--- config.mk ---
export PLATFORM = sky130hd
export DESIGN_NAME = nbr_ram_port
export DESIGN_NICKNAME = d
export VERILOG_FILES = /design/src/rtl/nbr_pkg.sv /design/src/rtl/nbr_char_array.sv /design/src/rtl/nbr_ram_port.sv
export VERILOG_INCLUDE_DIRS = /design/src /design/src/rtl
export SDC_FILE = /design/constraint.sdc
export NUM_CORES = 1
export LEC_CHECK = 0
export BUFFER_PORTS_ARGS = -buffer_cell sky130_fd_sc_hd__clkbuf_2
export CAP_MARGIN = 0
export CORE_MARGIN = 8
export CORE_UTILIZATION = 68
export DETAILED_ROUTE_END_ITERATION = 6
export HOLD_SLACK_MARGIN = 0.12
export PLACE_DENSITY_LB_ADDON = 0.15
export SLEW_MARGIN = 20
export SYNTH_ARGS = -nofsm -noshare
export SYNTH_HDL_FRONTEND = slang
export SYNTH_HIERARCHICAL = 1
export SYNTH_SLANG_ARGS = --single-unit
--- constraint.sdc ---
create_clock -name clk_in -period 15.9 [get_ports clk_in]
set_input_delay 0.795 -clock clk_in [delete_from_list [all_inputs] [get_ports clk_in]]
set_output_delay 0.795 -clock clk_in [all_outputs]
set_load 0.02 [all_outputs]
--- src/rtl/nbr_params.svh ---
// Function
// Store four registers of sixteen main plus four status 4-bit characters.
// Chip number: mask option is high bit, strap pin is low bit.
// Reset clears control and output flops and the array, bus floats.
// Controller holds reset at least 32 instruction cycles, 256 clock periods; the testbench's first reset holds 16 clock periods.
// Command input during execute state two marks a select-address instruction.
// Only the chip matching bus bits 3..2 becomes selected.
// Address nibble bits 3..2 are chip number, bits 1..0 register index.
// Selected chip latches the execute-state-three nibble as character index 0..15.
// Read main character drives addressed character onto the bus, unchanged.
// Read status drives status character 0..3 of selected register.
// Write main character stores the bus nibble into addressed character.
// Write status stores bus nibble into status character 0..3.
// Status number and operation come from the operand nibble.
// Port write loads four output flops, bit 0 on output 0, held.
// Port write data is taken from the bus in execute state two.
// Add and subtract memory operands drive the addressed character, unchanged.
// Command line at fetch state two; chips capture and decode operand nibble.
// Memory transfers happen in execute states two and three; the code reads, writes and loads the port in execute state two only.
// Processor sends select-address nibbles at execute states two and three.
// Processor issues select-address before the instruction using it.
// Cycle-start once per instruction cycle; states timed from that mark.
// Eight states per cycle, one per clock, restart after cycle-start.
// Bus driven only in execute state two of a selected read.
`ifndef NBR_PARAMS_SVH
`define NBR_PARAMS_SVH

`define NBR_CHAR_W 4
`define NBR_REGS 4
`define NBR_MAIN_CHARS 16
`define NBR_STAT_CHARS 4
`define NBR_DEPTH 80
`define NBR_IDX_W 7
`define NBR_STAT_BIT 6

// operand nibble encodings of the memory and port group
`define NBR_OP_WRITE_MAIN 4'h0
`define NBR_OP_PORT_WRITE 4'h1
`define NBR_OP_SUB_MEM 4'h8
`define NBR_OP_READ_MAIN 4'h9
`define NBR_OP_ADD_MEM 4'hb
`define NBR_OP_WRITE_STAT 2'h1
`define NBR_OP_READ_STAT 2'h3

`define NBR_RST_NIBBLE 4'h0
`define NBR_RST_REG 2'h0

`endif

--- src/rtl/nbr_pkg.sv ---
package nbr_pkg;

    typedef enum logic [2:0] {
        NBR_A1, NBR_A2, NBR_A3, NBR_M1, NBR_M2, NBR_X1, NBR_X2, NBR_X3
    } nbr_phase_t;

    // pin inputs carried together through the synchroniser
    typedef struct packed {
        logic sync;
        logic cmd;
        logic [3:0] data;
        logic strap;
    } nbr_pins_t;

    // selection left behind by a select-address instruction
    typedef struct packed {
        logic sel;
        logic [1:0] reg_idx;
        logic [3:0] char_idx;
    } nbr_sel_t;

endpackage : nbr_pkg

--- src/rtl/nbr_char_array.sv ---
`timescale 1ns/1ps
`include "nbr_params.svh"
module nbr_char_array (
    // clock and reset
    input wire logic clk_in,
    input wire logic rst_in,
    // write port
    input wire logic wr_en_in,
    input wire logic [`NBR_IDX_W-1:0] wr_idx_in,
    input wire logic [`NBR_CHAR_W-1:0] wr_data_in,
    // read port
    input wire logic [`NBR_IDX_W-1:0] rd_idx_in,
    output logic [`NBR_CHAR_W-1:0] rd_data_out
);

    logic [`NBR_CHAR_W-1:0] mem_ff [`NBR_DEPTH];

    // flop array clears in one edge, well inside the reset the controller must give
    genvar gi;
    generate
        for (gi = 0; gi < `NBR_DEPTH; gi++) begin : g_char
            logic [`NBR_CHAR_W-1:0] nxt_char;
            always_comb begin
                nxt_char = mem_ff[gi];
                if (wr_en_in && wr_idx_in == `NBR_IDX_W'(gi)) begin
                    nxt_char = wr_data_in;
                end
            end
            always_ff @(posedge clk_in or posedge rst_in) begin
                if (rst_in) begin
                    mem_ff[gi] <= `NBR_RST_NIBBLE;
                end else begin
                    mem_ff[gi] <= nxt_char;
                end
            end
        end
    endgenerate

    // unused high indices read as zero
    assign rd_data_out = (rd_idx_in < `NBR_IDX_W'(`NBR_DEPTH)) ? mem_ff[rd_idx_in]
                                                               : `NBR_RST_NIBBLE;

endmodule : nbr_char_array

--- src/rtl/nbr_ram_port.sv ---
`timescale 1ns/1ps
`include "nbr_params.svh"
module nbr_ram_port #(
    // mask option: high bit of the chip number
    parameter logic MASK_CHIP_HI = 1'b0
) (
    // clock and reset
    input wire logic clk_in,
    input wire logic rst_in,
    // processor bus
    input wire logic sync_in,
    input wire logic command_input_in,
    input wire logic [3:0] data_in,
    output logic [3:0] data_out,
    output logic data_oe_out,
    // board strap
    input wire logic chip_number_strap_in,
    // output port
    output logic [3:0] output_port_pins_out
);

    function automatic logic op_is_read(input logic [3:0] op);
        return op == `NBR_OP_READ_MAIN || op == `NBR_OP_ADD_MEM ||
               op == `NBR_OP_SUB_MEM || op[3:2] == `NBR_OP_READ_STAT;
    endfunction : op_is_read

    function automatic logic op_is_status(input logic [3:0] op);
        return op[3:2] == `NBR_OP_WRITE_STAT || op[3:2] == `NBR_OP_READ_STAT;
    endfunction : op_is_status

    // pin synchroniser
    nbr_pkg::nbr_pins_t pins_raw;
    nbr_pkg::nbr_pins_t pins_meta_ff;
    nbr_pkg::nbr_pins_t pins_ff;

    assign pins_raw = '{sync: sync_in, cmd: command_input_in, data: data_in,
                        strap: chip_number_strap_in};

    always_ff @(posedge clk_in or posedge rst_in) begin
        if (rst_in) begin
            pins_meta_ff <= '0;
            pins_ff <= '0;
        end else begin
            pins_meta_ff <= pins_raw;
            pins_ff <= pins_meta_ff;
        end
    end

    // strap tied to the negative supply reads as logic one
    logic [1:0] chip_id;
    assign chip_id = {MASK_CHIP_HI, pins_ff.strap};

    // instruction cycle sequencer
    nbr_pkg::nbr_phase_t phase_ff;
    nbr_pkg::nbr_phase_t nxt_phase;

    always_comb begin
        if (pins_ff.sync) begin
            nxt_phase = nbr_pkg::NBR_A1;
        end else begin
            unique case (phase_ff)
                nbr_pkg::NBR_A1: nxt_phase = nbr_pkg::NBR_A2;
                nbr_pkg::NBR_A2: nxt_phase = nbr_pkg::NBR_A3;
                nbr_pkg::NBR_A3: nxt_phase = nbr_pkg::NBR_M1;
                nbr_pkg::NBR_M1: nxt_phase = nbr_pkg::NBR_M2;
                nbr_pkg::NBR_M2: nxt_phase = nbr_pkg::NBR_X1;
                nbr_pkg::NBR_X1: nxt_phase = nbr_pkg::NBR_X2;
                nbr_pkg::NBR_X2: nxt_phase = nbr_pkg::NBR_X3;
                nbr_pkg::NBR_X3: nxt_phase = nbr_pkg::NBR_A1;
            endcase
        end
    end

    always_ff @(posedge clk_in or posedge rst_in) begin
        if (rst_in) begin
            phase_ff <= nbr_pkg::NBR_X3;
        end else begin
            phase_ff <= nxt_phase;
        end
    end

    // selection state
    nbr_pkg::nbr_sel_t sel_ff;
    nbr_pkg::nbr_sel_t nxt_sel;
    logic src_pend_ff;
    logic nxt_src_pend;
    logic src_seen;

    assign src_seen = phase_ff == nbr_pkg::NBR_X2 && pins_ff.cmd;

    always_comb begin
        nxt_sel = sel_ff;
        nxt_src_pend = 1'b0;
        if (src_seen) begin
            // every chip on the line re-evaluates, so a miss deselects
            nxt_sel.sel = pins_ff.data[3:2] == chip_id;
            nxt_src_pend = nxt_sel.sel;
            if (nxt_sel.sel) begin
                nxt_sel.reg_idx = pins_ff.data[1:0];
            end
        end
        if (phase_ff == nbr_pkg::NBR_X3 && src_pend_ff) begin
            nxt_sel.char_idx = pins_ff.data;
        end
    end

    always_ff @(posedge clk_in or posedge rst_in) begin
        if (rst_in) begin
            sel_ff <= '{sel: 1'b0, reg_idx: `NBR_RST_REG, char_idx: `NBR_RST_NIBBLE};
            src_pend_ff <= 1'b0;
        end else begin
            sel_ff <= nxt_sel;
            src_pend_ff <= nxt_src_pend;
        end
    end

    // operand decode, one instruction at a time
    logic [3:0] op_ff;
    logic [3:0] nxt_op;
    logic op_vld_ff;
    logic nxt_op_vld;

    always_comb begin
        nxt_op = op_ff;
        nxt_op_vld = op_vld_ff;
        if (phase_ff == nbr_pkg::NBR_M2) begin
            // a select in the same cycle cannot exist, it is only seen in X2
            nxt_op_vld = pins_ff.cmd && sel_ff.sel;
            if (pins_ff.cmd) begin
                nxt_op = pins_ff.data;
            end
        end else if (phase_ff == nbr_pkg::NBR_X3 || pins_ff.sync) begin
            nxt_op_vld = 1'b0;
        end
    end

    always_ff @(posedge clk_in or posedge rst_in) begin
        if (rst_in) begin
            op_ff <= `NBR_RST_NIBBLE;
            op_vld_ff <= 1'b0;
        end else begin
            op_ff <= nxt_op;
            op_vld_ff <= nxt_op_vld;
        end
    end

    // character array
    logic [`NBR_IDX_W-1:0] arr_idx;
    logic [3:0] arr_rd;
    logic arr_wr_en;
    logic in_x2;

    assign in_x2 = phase_ff == nbr_pkg::NBR_X2 && op_vld_ff;

    // status characters sit above the 64 main characters
    assign arr_idx = op_is_status(op_ff)
        ? {1'b1, 2'h0, sel_ff.reg_idx, op_ff[1:0]}
        : {1'b0, sel_ff.reg_idx, sel_ff.char_idx};

    assign arr_wr_en = in_x2 && (op_ff == `NBR_OP_WRITE_MAIN ||
                                 op_ff[3:2] == `NBR_OP_WRITE_STAT);

    nbr_char_array u_array (
        .clk_in(clk_in),
        .rst_in(rst_in),
        .wr_en_in(arr_wr_en),
        .wr_idx_in(arr_idx),
        .wr_data_in(pins_ff.data),
        .rd_idx_in(arr_idx),
        .rd_data_out(arr_rd)
    );

    // bus output and port
    logic [3:0] rd_data_ff;
    logic [3:0] nxt_rd_data;
    logic [3:0] port_ff;
    logic [3:0] nxt_port;

    always_comb begin
        nxt_rd_data = rd_data_ff;
        nxt_port = port_ff;
        if (phase_ff == nbr_pkg::NBR_X1 && op_vld_ff && op_is_read(op_ff)) begin
            nxt_rd_data = arr_rd;
        end
        if (in_x2 && op_ff == `NBR_OP_PORT_WRITE) begin
            nxt_port = pins_ff.data;
        end
    end

    always_ff @(posedge clk_in or posedge rst_in) begin
        if (rst_in) begin
            rd_data_ff <= `NBR_RST_NIBBLE;
            port_ff <= `NBR_RST_NIBBLE;
        end else begin
            rd_data_ff <= nxt_rd_data;
            port_ff <= nxt_port;
        end
    end

    assign data_out = rd_data_ff;
    assign data_oe_out = in_x2 && op_is_read(op_ff);
    assign output_port_pins_out = port_ff;
endmodule : nbr_ram_port

==> metrics.cfg <==
[critical_path]
r2r-end = data_out[3]$_DFFE_PP0P_
critPathTopFamily = multiplexers
cp-endpoint = data_out[3]$_DFFE_PP0P_
critPathMaxFanout = 46
regToRegStartpoint = op_ff[2]$_DFFE_PP0P_
required_ps = 16310
r2r_cells = 7
arrival_ps = 4860
crit_buf_inv = 1
crit_path_cell_trace = mux2_4 -> buf_4 -> mux4_1 -> mux4_2 -> mux2i_1 -> o311ai_1 -> mux2_2
critPathMaxStageDelay_ps = 890
crit_cells = 7
reg2reg_slack_ps = 11440
start_kind = register
path_class = register to register
crit_start = op_ff[2]$_DFFE_PP0P_
crit_slowest_cell = dfrtp_1
end_kind = register

[timing]
slew_violations = 0
fin_crit_sh = 0.280
finalCriticalPeriod_ps = 4460
finClkSkew_ps = 15.0
tns_ps = 0
setup_slack_ps = 11440
hold_viol_final = 0
worst_hold_slack_ps = 337
clock.fmax_mhz = 224
worstMarginPinSlew_ps = 957
rsz0062_at_grt = false
finalSetupViolations = 0
relSlewSlack = 0.360

[global_route]
overflow = 0
grt_pass1_vias = 10300
grt_max_degree = 166
antenna_found_initial = 2
grt_pass1_wl_mm = 60.4
track_usage = 0.255

[logic_synthesis]
syn_inst = 1162
synth-edff-count = 0
async_flop_share = 1.00
synth-seq-area-share = 0.537
syn-cell-area_um2 = 16700
synthTopCellsByCount = dfrtp_1, mux2_2, nand2_1
synth.avg_cell_area_um2 = 14.4
synth_top_cell_by_area = dfrtp_1
synth.distinct_cells = 59
yosysWarningCount = 6
syn-num-nets = 1176
synth_most_common_cell = dfrtp_1
netlist.area_leader.share = 0.533
synth_top_flop_cell = dfrtp_1
synth_area_leaders = dfrtp_1, mux2_2, mux4_2
synth_seq_cells = 358

[place]
dp_hpwl_mm = 23.7
gp_congestion = 0.836
portBuffers = 17
dp.cells = 1436
preCtsSetupSlack_ps = 11460

[pwr]
power_leakage_nw = 8.60
power.total_mw = 2.02
ir_drop_mv = 0.124
power_density_nw_per_um2 = 112

[cells_and_area]
fillers = 1499
instances_no_fill = 1501
layout-drive-gt1-share = 0.438
area_growth_pct = 8.58
antenna_cells = 0
final_nets = 1166

[clock_tree]
htree_num_levels = 2
clk_latency_ps = 520
cts_setup_buffers = 0
clk_pin_slew_worst_paths_ps = 60
ctsHoldBuffers = 0
ctsRootBufferMaster = clkbuf_16
cts_tree = built
ctsResizeCount = 0
clock_sinks = 358
cts_buffer_depth = 3
cts_buffers = 38

[min_path]
hold_path.class = input pin to async pin

[drt]
drtIter0Drc = 1012
wl_per_cell_um = 25.1
vias = 9907
ant_nets = 0
route.detailed.drc = 0
drtPass1Iterations = 5
vias_per_cell = 6.60
totalWireLength_mm = 37.7

[floorplanning]
dieWidth_um = 173
die_h_um = 173
die_area_um2 = 29800
rows = 57
start_util = 0.690
io_pins = 18
fp.coreArea_um2 = 24200

[job]
max_cap_violations = 0

[run_status]
status = finished clean

[registers in the layout, indices dropped and copies added, names as in the netlist]
register and count:
op_ff 4, pins_ff 6, data_out 4, src_pend_ff 1
phase_ff 3, sel_ff 7, op_vld_ff 1, u_array/mem_ff 320
pins_meta_ff 7, output_port_pins_out 4, chip_id 1
[worst min path at each step]
stage	endpoint	depth (start not counted)
after floorplan	chip_id[0]$_DFF_PP0_	0
final	sel_ff[2]$_DFFE_PP0P_	2
after CTS	data_out[2]$_DFFE_PP0P_	2
after global placement	chip_id[0]$_DFF_PP0_	0
after global routing	chip_id[0]$_DFF_PP0_	0
after detailed placement	pins_ff[3]$_DFF_PP0_	0
[metal layers]
layer  GRT usage  vias up  share of wire
met2       0.393      360           0.48
met3      0.0571       80          0.074
met1       0.358     5253           0.42
li1            -     4210              -
met5           0        -        0.00058
met4      0.0859        4          0.027
[cell usage in the layout (no fill, tap or decap), drive strengths merged, types with 2 or more instances in the layout]
cell type    n
a2111oi      3
a211oi       3
a21oi        7
a221o        7
a221oi       2
and2         3
buf         10
bufinv       3
clkbuf      76
clkinv       5
dfrtp      355
dfstp        3
ha           5
inv          9
mux2       347
mux2i       24
mux4        71
nand2       81
nand2b       7
nand3       17
nand3b       2
nand4        4
nor2        69
nor2b       12
nor3        11
nor3b        2
o211a        2
o21ai        9
o221ai       2
o22ai        2
o311ai       6
or2          3
or3          4
[area by class of cell]
class                   count  area [um2]  area share
clock buffers              59        1140      0.0630
clock inverters             6         109     0.00601
inverters                  11        53.8     0.00297
multi-input cells         716        7260       0.401
flip-flops and latches    358        8970       0.495
well taps                 324         405      0.0224
repair buffers             27         173     0.00953
[kinds of logic (layout without fill, tap and decap cells)]
logic type,Yosys count,count (layout),synth area share
flip-flops,358,358,0.537
adder cells (fa/ha/maj),5,5,0.00375
XOR/XNOR,1,1,0.000525
multiplexers,442,442,0.347
buffers and inverters,88,103,0.0279
AO/OA/AOI/OAI,50,50,0.0227
AND/OR/NAND/NOR,218,218,0.0614
[report_power, final]
part	total (mW)	internal [mW]	switching, mW	leakage (nW)
sequential	0.937	0.920	0.0173	4.95
combinational	0.197	0.0646	0.132	3.03
clock	0.888	0.540	0.348	0.613
total	2.02	1.52	0.498	8.60
[metrics by stage]
| stage | cell area (um2) | utilization |
|---|---|---|
| final | 18100 | 0.749 |
| after global routing | 18100 | 0.749 |
| after CTS | 18100 | 0.749 |
| after detailed placement | 16900 | 0.697 |
| after global placement | 16900 | 0.697 |
| after floorplan | 16700 | - |
Note: power is estimated with default switching activity, not from simulation.
